===== src/design/ppm_pkg.sv =====
// shared constants of the pin mode configuration block
// assumes the core register file decodes set and bank beside the address
package ppm_pkg;
    // register file addresses (set 1, bank 1)
    localparam logic [7:0] port0_low_addr = 8'he1;
    localparam logic [7:0] port5_high_addr = 8'he6;
    // values after reset
    localparam logic [7:0] port0_low_reset = 8'h00;
    localparam logic [7:0] port5_high_reset = 8'h00;
    // field layout: pin n of a group sits at bits 2n+1..2n
    localparam int field_width = 2;
    // pin mode codes
    localparam logic [1:0] mode_input = 2'h0;
    localparam logic [1:0] mode_pull_up = 2'h1;
    localparam logic [1:0] mode_alt = 2'h2;
    localparam logic [1:0] mode_push_pull = 2'h3;
    // kinds of alternative function on a pin
    localparam logic [1:0] alt_none = 2'h0;
    localparam logic [1:0] alt_drive = 2'h1;
    localparam logic [1:0] alt_sense = 2'h2;
endpackage


===== src/design/ppm_pin_mode.sv =====
// one pin's mode decoder: turns a 2-bit mode into pad controls
// assumes mode comes from a register in the core clock domain
`timescale 1ns/1ps
module ppm_pin_mode #(
    parameter logic [1:0] alt_kind = 2'h1
) (
    // configuration
    input wire logic [1:0] mode,
    // core side
    input wire logic out_data,
    input wire logic alt_data,
    output logic in_data,
    output logic alt_in,
    // pad side
    input wire logic pin_in,
    output logic pin_out,
    output logic pin_oe,
    output logic pull_up
);
    // pad decode; an unavailable alternative acts as plain input
    always_comb begin
        pin_out = 1'b0;
        pin_oe = 1'b0;
        pull_up = 1'b0;
        alt_in = 1'b0;
        in_data = pin_in;
        case (mode)
            ppm_pkg::mode_input: begin
                pin_oe = 1'b0;
            end
            ppm_pkg::mode_pull_up: begin
                pull_up = 1'b1;
            end
            ppm_pkg::mode_alt: begin
                if (alt_kind == ppm_pkg::alt_drive) begin
                    pin_out = alt_data;
                    pin_oe = 1'b1;
                end else if (alt_kind == ppm_pkg::alt_sense) begin
                    alt_in = pin_in; // crystal path, digital input idle
                    in_data = 1'b0;
                end
            end
            ppm_pkg::mode_push_pull: begin
                pin_out = out_data;
                pin_oe = 1'b1;
            end
            default: begin
                pin_oe = 1'b0;
            end
        endcase
    end
endmodule


===== src/design/ppm_port_pin_mode_config.sv =====
// pin mode registers for port 0 low pins and port 5 high pins
// assumes the core drives its register file port synchronous to core_clk
//
// Behaviour
// - low-byte register at E1H, set 1 bank 1
// - pins 3..0 use bits 7-6 down to 1-0
// - 00 input, 01 pull-up, 10 alternate, 11 output
// - all eight bits readable and writable
`timescale 1ns/1ps
module ppm_port_pin_mode_config (
    // clock and reset
    input wire logic core_clk,
    input wire logic nrst,
    // core register file port
    input wire logic [7:0] reg_addr,
    input wire logic reg_set1,
    input wire logic reg_bank1,
    input wire logic reg_wr,
    input wire logic reg_rd,
    input wire logic [7:0] reg_wdata,
    output logic [7:0] reg_rdata,
    output logic reg_hit,
    // port 0 low pins, core side
    input wire logic [3:0] p0_out_data,
    output logic [3:0] p0_in_data,
    // lcd segment/common drive for port 0 pins 3..0
    input wire logic [3:0] lcd_line_level,
    // port 0 low pads (port_zero_pin_three .. port_zero_pin_zero)
    input wire logic [3:0] p0_pin_in,
    output logic [3:0] p0_pin_out,
    output logic [3:0] p0_pin_oe,
    output logic [3:0] p0_pull_up,
    // port 5 high pins, core side (bit 3 is port_five_pin_seven)
    input wire logic [3:0] p5_out_data,
    output logic [3:0] p5_in_data,
    output logic sub_crystal_input,
    // port 5 high pads
    input wire logic [3:0] p5_pin_in,
    output logic [3:0] p5_pin_out,
    output logic [3:0] p5_pin_oe,
    output logic [3:0] p5_pull_up
);
    logic [7:0] port0_low_pin_modes;
    logic [7:0] port5_high_pin_modes;
    logic [7:0] next_port0_low_pin_modes;
    logic [7:0] next_port5_high_pin_modes;
    logic [7:0] next_reg_rdata;
    logic in_bank;
    logic hit_p0;
    logic hit_p5;
    logic [3:0] p5_alt_in;

    // only set 1 bank 1 reaches these registers
    assign in_bank = reg_set1 && reg_bank1;
    assign hit_p0 = in_bank && (reg_addr == ppm_pkg::port0_low_addr);
    assign hit_p5 = in_bank && (reg_addr == ppm_pkg::port5_high_addr);
    assign reg_hit = hit_p0 || hit_p5;

    // register writes and read capture
    always_comb begin
        next_port0_low_pin_modes = port0_low_pin_modes;
        next_port5_high_pin_modes = port5_high_pin_modes;
        next_reg_rdata = reg_rdata;
        if (reg_wr && hit_p0) begin
            next_port0_low_pin_modes = reg_wdata;
        end
        if (reg_wr && hit_p5) begin
            next_port5_high_pin_modes = reg_wdata;
        end
        // read shows the old value when a write shares the cycle
        if (reg_rd) begin
            if (hit_p0) begin
                next_reg_rdata = port0_low_pin_modes;
            end else if (hit_p5) begin
                next_reg_rdata = port5_high_pin_modes;
            end else begin
                next_reg_rdata = 8'h00; // unmapped reads as zero
            end
        end
    end

    // all pins start as plain inputs so no pad fights the board
    always_ff @(posedge core_clk or negedge nrst) begin
        if (!nrst) begin
            port0_low_pin_modes <= ppm_pkg::port0_low_reset;
            port5_high_pin_modes <= ppm_pkg::port5_high_reset;
            reg_rdata <= 8'h00;
        end else begin
            port0_low_pin_modes <= next_port0_low_pin_modes;
            port5_high_pin_modes <= next_port5_high_pin_modes;
            reg_rdata <= next_reg_rdata;
        end
    end

    // one decoder per pin; field n drives pin n
    for (genvar n = 0; n < 4; n++) begin : g_pin
        ppm_pin_mode #(.alt_kind(ppm_pkg::alt_drive)) u_p0 (
            .mode(port0_low_pin_modes[2*n +: 2]),
            .out_data(p0_out_data[n]),
            .alt_data(lcd_line_level[n]),
            .in_data(p0_in_data[n]),
            .alt_in(),
            .pin_in(p0_pin_in[n]),
            .pin_out(p0_pin_out[n]),
            .pin_oe(p0_pin_oe[n]),
            .pull_up(p0_pull_up[n])
        );
        // only the top pin has a usable alternate (crystal in)
        ppm_pin_mode #(
            .alt_kind(n == 3 ? ppm_pkg::alt_sense : ppm_pkg::alt_none)
        ) u_p5 (
            .mode(port5_high_pin_modes[2*n +: 2]),
            .out_data(p5_out_data[n]),
            .alt_data(1'b0),
            .in_data(p5_in_data[n]),
            .alt_in(p5_alt_in[n]),
            .pin_in(p5_pin_in[n]),
            .pin_out(p5_pin_out[n]),
            .pin_oe(p5_pin_oe[n]),
            .pull_up(p5_pull_up[n])
        );
    end
    assign sub_crystal_input = p5_alt_in[3];

    // checks: register access
    a_p0_write_lands: assert property (
        @(posedge core_clk) disable iff (!nrst)
        reg_wr && hit_p0 |=> port0_low_pin_modes == $past(reg_wdata))
        else $error("port 0 mode write not stored");
    a_p5_write_lands: assert property (
        @(posedge core_clk) disable iff (!nrst)
        reg_wr && hit_p5 |=> port5_high_pin_modes == $past(reg_wdata))
        else $error("port 5 mode write not stored");
    a_p0_read_back: assert property (
        @(posedge core_clk) disable iff (!nrst)
        reg_rd && hit_p0 |=> reg_rdata == $past(port0_low_pin_modes))
        else $error("port 0 mode read back wrong");
    a_p5_read_back: assert property (
        @(posedge core_clk) disable iff (!nrst)
        reg_rd && hit_p5 |=> reg_rdata == $past(port5_high_pin_modes))
        else $error("port 5 mode read back wrong");
    // the core may take read data late, so it must stand between reads
    a_rdata_holds: assert property (
        @(posedge core_clk) disable iff (!nrst)
        !reg_rd |=> $stable(reg_rdata))
        else $error("read data changed without a read");

    // checks: address decode; other sets share these addresses
    a_wrong_bank_ignored: assert property (
        @(posedge core_clk) disable iff (!nrst)
        reg_wr && (reg_addr == ppm_pkg::port0_low_addr) && !in_bank
        |=> $stable(port0_low_pin_modes))
        else $error("write outside set 1 bank 1 changed port 0 modes");
    a_other_addr_ignored: assert property (
        @(posedge core_clk) disable iff (!nrst)
        reg_wr && !hit_p0 |=> $stable(port0_low_pin_modes))
        else $error("write elsewhere changed port 0 modes");
    a_unmapped_zero: assert property (
        @(posedge core_clk) disable iff (!nrst)
        reg_rd && !reg_hit |=> reg_rdata == 8'h00)
        else $error("unmapped read not zero");

    // checks: field to pin mapping
    a_pin3_field: assert property (
        @(posedge core_clk) disable iff (!nrst)
        port0_low_pin_modes[7:6] == ppm_pkg::mode_push_pull
        |-> p0_pin_oe[3] && p0_pin_out[3] == p0_out_data[3])
        else $error("pin 3 not driven from bits 7-6");
    a_pin0_field: assert property (
        @(posedge core_clk) disable iff (!nrst)
        port0_low_pin_modes[1:0] == ppm_pkg::mode_push_pull
        |-> p0_pin_oe[0] && p0_pin_out[0] == p0_out_data[0])
        else $error("pin 0 not driven from bits 1-0");

    // checks: mode decode on port 0
    a_mode_decode: assert property (
        @(posedge core_clk) disable iff (!nrst)
        port0_low_pin_modes[1:0] == ppm_pkg::mode_pull_up
        |-> p0_pull_up[0] && !p0_pin_oe[0])
        else $error("pull-up mode decoded wrong on pin 0");
    a_input_idle: assert property (
        @(posedge core_clk) disable iff (!nrst)
        port0_low_pin_modes[5:4] == ppm_pkg::mode_input
        |-> !p0_pin_oe[2] && !p0_pull_up[2] && p0_in_data[2] == p0_pin_in[2])
        else $error("plain input mode decoded wrong on pin 2");
    a_alt_lcd: assert property (
        @(posedge core_clk) disable iff (!nrst)
        port0_low_pin_modes[3:2] == ppm_pkg::mode_alt
        |-> p0_pin_oe[1] && p0_pin_out[1] == lcd_line_level[1])
        else $error("lcd alternate not routed to pin 1");

    // checks: mode decode on port 5; pins 6..4 have no alternate
    a_p5_push_pull: assert property (
        @(posedge core_clk) disable iff (!nrst)
        port5_high_pin_modes[5:4] == ppm_pkg::mode_push_pull
        |-> p5_pin_oe[2] && p5_pin_out[2] == p5_out_data[2])
        else $error("push-pull mode decoded wrong on port 5");
    a_p5_pull_up: assert property (
        @(posedge core_clk) disable iff (!nrst)
        port5_high_pin_modes[3:2] == ppm_pkg::mode_pull_up
        |-> p5_pull_up[1] && !p5_pin_oe[1])
        else $error("pull-up mode decoded wrong on port 5");
    a_p5_no_alt: assert property (
        @(posedge core_clk) disable iff (!nrst)
        port5_high_pin_modes[1:0] == ppm_pkg::mode_alt
        |-> !p5_pin_oe[0] && !p5_pull_up[0] && p5_in_data[0] == p5_pin_in[0])
        else $error("missing alternate not treated as input");
    a_crystal_route: assert property (
        @(posedge core_clk) disable iff (!nrst)
        port5_high_pin_modes[7:6] == ppm_pkg::mode_alt
        |-> sub_crystal_input == p5_pin_in[3] && !p5_in_data[3]
        && !p5_pin_oe[3])
        else $error("crystal input not routed from pin 7");
    a_crystal_idle: assert property (
        @(posedge core_clk) disable iff (!nrst)
        port5_high_pin_modes[7:6] != ppm_pkg::mode_alt
        |-> !sub_crystal_input)
        else $error("crystal input active outside its mode");

    // checks: reset leaves every pad undriven and without pull-up
    a_reset_clear: assert property (
        @(posedge core_clk)
        $rose(nrst) |-> port0_low_pin_modes == 8'h00
        && p0_pin_oe == 4'h0 && p0_pull_up == 4'h0)
        else $error("modes not cleared after reset");
    a_reset_p5_clear: assert property (
        @(posedge core_clk)
        $rose(nrst) |-> port5_high_pin_modes == 8'h00 && reg_rdata == 8'h00
        && p5_pin_oe == 4'h0 && p5_pull_up == 4'h0)
        else $error("port 5 modes or read data not cleared after reset");

    // scenarios worth seeing
    c_write_p0: cover property (@(posedge core_clk) reg_wr && hit_p0);
    c_read_p5: cover property (@(posedge core_clk) reg_rd && hit_p5);
    c_unmapped_read: cover property (@(posedge core_clk) reg_rd && !reg_hit);
    c_lcd_alt: cover property (@(posedge core_clk)
        port0_low_pin_modes[3:2] == ppm_pkg::mode_alt);
    c_crystal: cover property (@(posedge core_clk)
        port5_high_pin_modes[7:6] == ppm_pkg::mode_alt);
endmodule


===== config.mk =====
export PLATFORM = sky130hd
export DESIGN_NAME = ppm_port_pin_mode_config
export DESIGN_NICKNAME = d
export VERILOG_FILES = /design/src/design/ppm_pkg.sv /design/src/design/ppm_pin_mode.sv /design/src/design/ppm_port_pin_mode_config.sv
export SDC_FILE = /design/constraint.sdc
export NUM_CORES = 1
export LEC_CHECK = 0
export BUFFER_PORTS_ARGS = -buffer_cell sky130_fd_sc_hd__buf_2
export CORE_MARGIN = 2
export CORE_UTILIZATION = 44
export DETAILED_ROUTE_END_ITERATION = 10
export PLACE_DENSITY = 0.8
export SLEW_MARGIN = 30
export SYNTH_ARGS = -nofsm -noshare
export SYNTH_HDL_FRONTEND = slang
export SYNTH_SLANG_ARGS = --single-unit

===== constraint.sdc =====
create_clock -name core_clk -period 1.4 [get_ports core_clk]
set_clock_uncertainty 0.2 [all_clocks]
set_input_delay 0.14 -clock core_clk [delete_from_list [all_inputs] [get_ports core_clk]]
set_output_delay 0.14 -clock core_clk [all_outputs]
set_load 0.005 [all_outputs]

Word-level counts from Yosys, hierarchy flattened
Index checks and enable logic that the tools add are counted.
- bits in registers: 24
- bits in latches: 0
- RAM bits: 0
- bits in read-only memories: 0
- input port bits: 42
- logic and storage cells: 64
- memories: 0
- add/sub/neg operators: 0
- multiply operators: 0
- divide/modulo/power cells: 0
- order comparisons: 0
- eq/ne operators: 23
- shifts and indexed selects: 0
- multiplexer cells: 28
- bitwise gates (word level): 0
- reduce and logical (&&, ||, !) cells: 10
- operator list (operator ; number):
    $eq A2 B2 Y1 const B ; 13
    $mux W1 ; 22
    $eq A2 B1 Y1 const B ; 8
    $eq A8 B8 Y1 const B ; 2
    $mux W8 ; 2
    $pmux W1 S2 ; 4
    $reduce_or A2 Y1 ; 4
    $logic_and A1 B1 Y1 ; 5
    $logic_or A1 B1 Y1 ; 1

Depth between registers and ports, before layout
- depth in word-level cells: 4
- gate-level depth with buffers: 4
- gate-level depth less buffers: 3

Modules after synthesis
From an unflattened synthesis, not the netlist that was laid out.
- cell total of the unflattened synthesis: 137
- area total of the unflattened synthesis: 1447.6 sq um
- modules (own cells, without submodules) (module ; instances ; cells an instance ; area an instance (sq um)):
    ppm_port_pin_mode_config ; 1 ; 85 ; 1106.1
    ppm_pin_mode at g_pin[0].u_p0 ... ; 4 ; 7 ; 45.0
    ppm_pin_mode at g_pin[0].u_p5 ... ; 3 ; 6 ; 42.5
    ppm_pin_mode at g_pin[3].u_p5 ; 1 ; 6 ; 33.8

Worst setup path before layout
Ideal clock, no wire load.
- path kind: input to register
- start: input reg_addr[3]
- end: register port5_high_pin_modes[0]
- arrival time: 1209 ps
- data required time: 1075 ps
- path slack: -134 ps
- stages on the path: 3
- path buffers: 0
- cell sequence: nand3b_1 nor4_4 mux2_2
- word-level cells in the longest chain between the ends: 3
- ends and longest elaborated chain (item ; line ; RTL):
    start, declared ; ppm_port_pin_mode_config.sv:15 ; input wire logic [7:0] reg_addr,
    $eq A8 B8 Y1 ; ppm_port_pin_mode_config.sv:56 ; assign hit_p5 = in_bank && (reg_addr == ppm_pkg::port5_high_addr);
    $logic_and A1 B1 Y1 ; ppm_port_pin_mode_config.sv:56 ;
    $logic_and A1 B1 Y1 ; ppm_port_pin_mode_config.sv:67 ; if (reg_wr && hit_p5) begin
    end signal, assigned ; ppm_port_pin_mode_config.sv:86 ; port5_high_pin_modes <= ppm_pkg::port5_high_reset;
    end signal, assigned ; ppm_port_pin_mode_config.sv:90 ; port5_high_pin_modes <= next_port5_high_pin_modes;
    end, declared ; ppm_port_pin_mode_config.sv:44 ; logic [7:0] port5_high_pin_modes;
Every way passes these cells.
A chain may end at the register's enable or synchronous reset.

Worst setup path after layout
- start: register port0_low_pin_modes[0]
- end: output p0_pin_out[0]
- word-level cells in the longest chain between the ends: 2
- ends and longest elaborated chain (item ; line ; RTL):
    start, declared ; ppm_port_pin_mode_config.sv:43 ; logic [7:0] port0_low_pin_modes;
    start signal, assigned ; ppm_port_pin_mode_config.sv:85 ; port0_low_pin_modes <= ppm_pkg::port0_low_reset;
    start signal, assigned ; ppm_port_pin_mode_config.sv:89 ; port0_low_pin_modes <= next_port0_low_pin_modes;
    $eq A2 B2 Y1 ; ppm_pin_mode.sv:27 ; case (mode)
    $pmux W1 S2 (*) ; ppm_pin_mode.sv:27 ;
    end, declared ; ppm_port_pin_mode_config.sv:30 ; output logic [3:0] p0_pin_out,
Mark *: on every way between the ends. The rest lies on a longest branch, timed or not.

==> flow_summary.ini <==
[layout]
area_growth_pct = 27.9
finalNonFillerCells = 244
final_common_cell = buf_2
insertedDiodeCount = 0
fin_area_mm2 = 0.00192
drive_gt1_share_pct = 58.1
nNetsFinal = 242
final_cell_mix = buf_2, dfrtp_1, nor2b_1

[timing]
finalWorstSetupSlack_ns = -0.0421
slew-limit-headroom_pct = 64.9
worst_slew_pin_slew_ns = 0.526
post-route-period-util_pct = 103
slew_violations = 0
fmaxAchievable_mhz = 693
hold_violations = 0
rsz0062_at_grt = true
setup_viol = 3
whs_ns = 0.0432
period_needed_ns = 1.44

[yosys]
yosysWarningCount = 0
synth_top_family_by_area = simple AND/OR/NAND/NOR gates
synth.avg_cell_area_um2 = 11.1
synth_fa_ha_area_share_pct = 0
ys_seq_area_share_pct = 39.9
ys_seq_elements = 24
synth_compound_area_share_pct = 6.32
yosysUniqueCellTypes = 22
netlist_instances = 136
synth_xor_area_share_pct = 0
synth_area_mm2 = 0.00150
synth_nets = 178
synthSimpleGateAreaFrac_pct = 20.8
synth_mux_area_share_pct = 14.6

[power_and_ir_drop]
intPower_mw = 0.887
clockPowerShare_pct = 24.9
totalPowerFinal_mw = 1.14
ir_drop_v = 0.000229
powerDensity_mw_per_mm2 = 595
total_leakage_power_nw = 1.10
power_frac_comb_pct = 13.2
p_sw_mw = 0.256
sw_frac_of_total_pct = 22.4
power_frac_seq_pct = 61.9

[hold_path]
hold_path.class = input pin to flop

[worst_setup_path]
cp.required_ns = 1.06
cp_cell_sequence = mux2i_1, nor2b_1, buf_2
arrival_ns = 1.10
critical-path-max-stage-delay_ns = 0.43
critPathLaunchType = flop
worstPathMaxFanout = 4
cpMaxStageDelayCell = dfrtp_1
cp-end-kind = output port
worstSetupPathType = flop to output port

[clock_tree]
clk_pin_slew_ns = 0.11
cts-root-buf = clkbuf_4
cts_tree = built
insertion_delay_ns = 0.30
cts_buffers = 3
clockBufferDepth = 2
htreeDepth = 1
cts.sinks = 24

[global_route]
grt_pass1_vias = 1124
grt_usage_pct = 15.9
grt_pass1_wl_mm = 5.07
grt_max_degree = 25
overflow = 0
antenna_found_initial = 0

[die]
rows = 21
die_x_um = 62.5
io_pins = 84
initial_core_util_pct = 45.4
die-area_mm2 = 0.00390
die_h_um = 62.5
core_area_mm2 = 0.00331

[placement]
placedCellCount = 222
dpl-instance-area_mm2 = 0.00172
gp_congestion = 0.729
place_ws_ns = -0.161
port_buffers = 69

[routing]
avgViaCountPerCell = 4.79
drcViolationCount = 0
wl_mm = 3.06
dr.pass1.iters = 4
wire_per_inst_um = 12.5
route.antenna.remaining_nets = 0
vias = 1168
drtIter0Drc = 36

[status]
violations = negative setup slack
status = complete, but fails checks

[job]
maxCapViolCount = 0
cell families after synthesis:
kind of cell | after synthesis
AOI/OAI and AO/OA | 10
muxes | 20
buffers and inverters | 41
DFF | 24
and+or+nand+nor | 41
cells in the mapped netlist, drive strengths merged:
master	instances	share of area, %
a21boi	1	0.50
inv	3	0.75
buf	33	16
mux2i	4	2.7
a221o	8	5.3
dfrtp	24	40
and4b	1	0.67
and4	2	1.2
clkbuf	5	1.2
a211oi	1	0.50
nor4	2	2.8
mux2	16	12
nand2	1	0.25
and2	4	1.7
nor2b	19	7.9
nor3b	1	0.50
nand4b	1	1.6
and3b	1	0.67
and3	5	2.1
nand3b	2	1.0
nor2	2	0.50
layout make-up:
| type | instances | area [µm²] |
|---|---|---|
| tap | 46 | 57.6 |
| clock buffer | 3 | 22.5 |
| multi-input combinational | 71 | 633 |
| fill | 289 | 1390 |
| timing repair buffer | 97 | 597 |
| sequential | 24 | 602 |
| inverter | 3 | 11.3 |
critical path: cells and delay by family, from the launching register on:
| kind | cells | cell delay [ns] |
|---|---|---|
| buffers and inverters | 1 | 0.12 |
| DFF | 1 | 0.43 |
| muxes | 1 | 0.20 |
| and+or+nand+nor | 1 | 0.06 |
state kept, by name, indices dropped and copies added, names as in the netlist:
signal                count
port0_low_pin_modes       8
port5_high_pin_modes      8
reg_rdata                 8
what timing repair did:
item                                    in CTS  in global routing
hold buffers                                 9                  0
pin swaps                                    0                  3
resized for setup                            1                  5
hold endpoints to repair                    40                  0
endpoints found under the setup margin       8                 18
setup buffers                                5                  5
gates cloned                                 0                  0
stage by stage:
stage               util (%)  TNS [ns]
finish                  58.1   -0.0700
global route            58.1    -0.618
CTS                     56.6    -0.116
detailed placement      52.0     -3.29
global placement        52.0     -3.16
floorplan                  -     -1.07
routing by layer:
metal	share of wire (%)	GRT usage, %	up-vias
met4	1.7	7.22	0
met1	44	21.3	547
met2	48	25.8	51
li1	-	-	564
met5	0	0	-
met3	6.2	1.98	6
power groups by stage:
stage / logic [mW] / clock network, mW / registers [mW]
detailed placement: 0.124 / 0 / 0.722
global placement: 0.122 / 0 / 0.722
CTS: 0.147 / 0.295 / 0.708
finish: 0.151 / 0.285 / 0.708
global route: 0.166 / 0.323 / 0.710
floorplan: 0.0609 / 0 / 0.719
path summary, 6_finish.rpt:
| kind | slack, ns | start | to | depth (start not counted) |
|---|---|---|---|---|
| max | -0.04 | port0_low_pin_modes[0] | p0_pin_out[0] | 3 |
| min | 0.04 | reg_rd | reg_rdata[6] | 3 |
| max reg2reg | 0.18 | port5_high_pin_modes[7] | reg_rdata[7] | 2 |
| min reg2reg | 0.39 | port5_high_pin_modes[4] | port5_high_pin_modes[4] | 1 |
| max in group asynchronous | 0.49 | nrst | port5_high_pin_modes[7] | 2 |
| min in group asynchronous | 0.13 | nrst | reg_rdata[7] | 2 |
(Power assumes the default switching activity.)
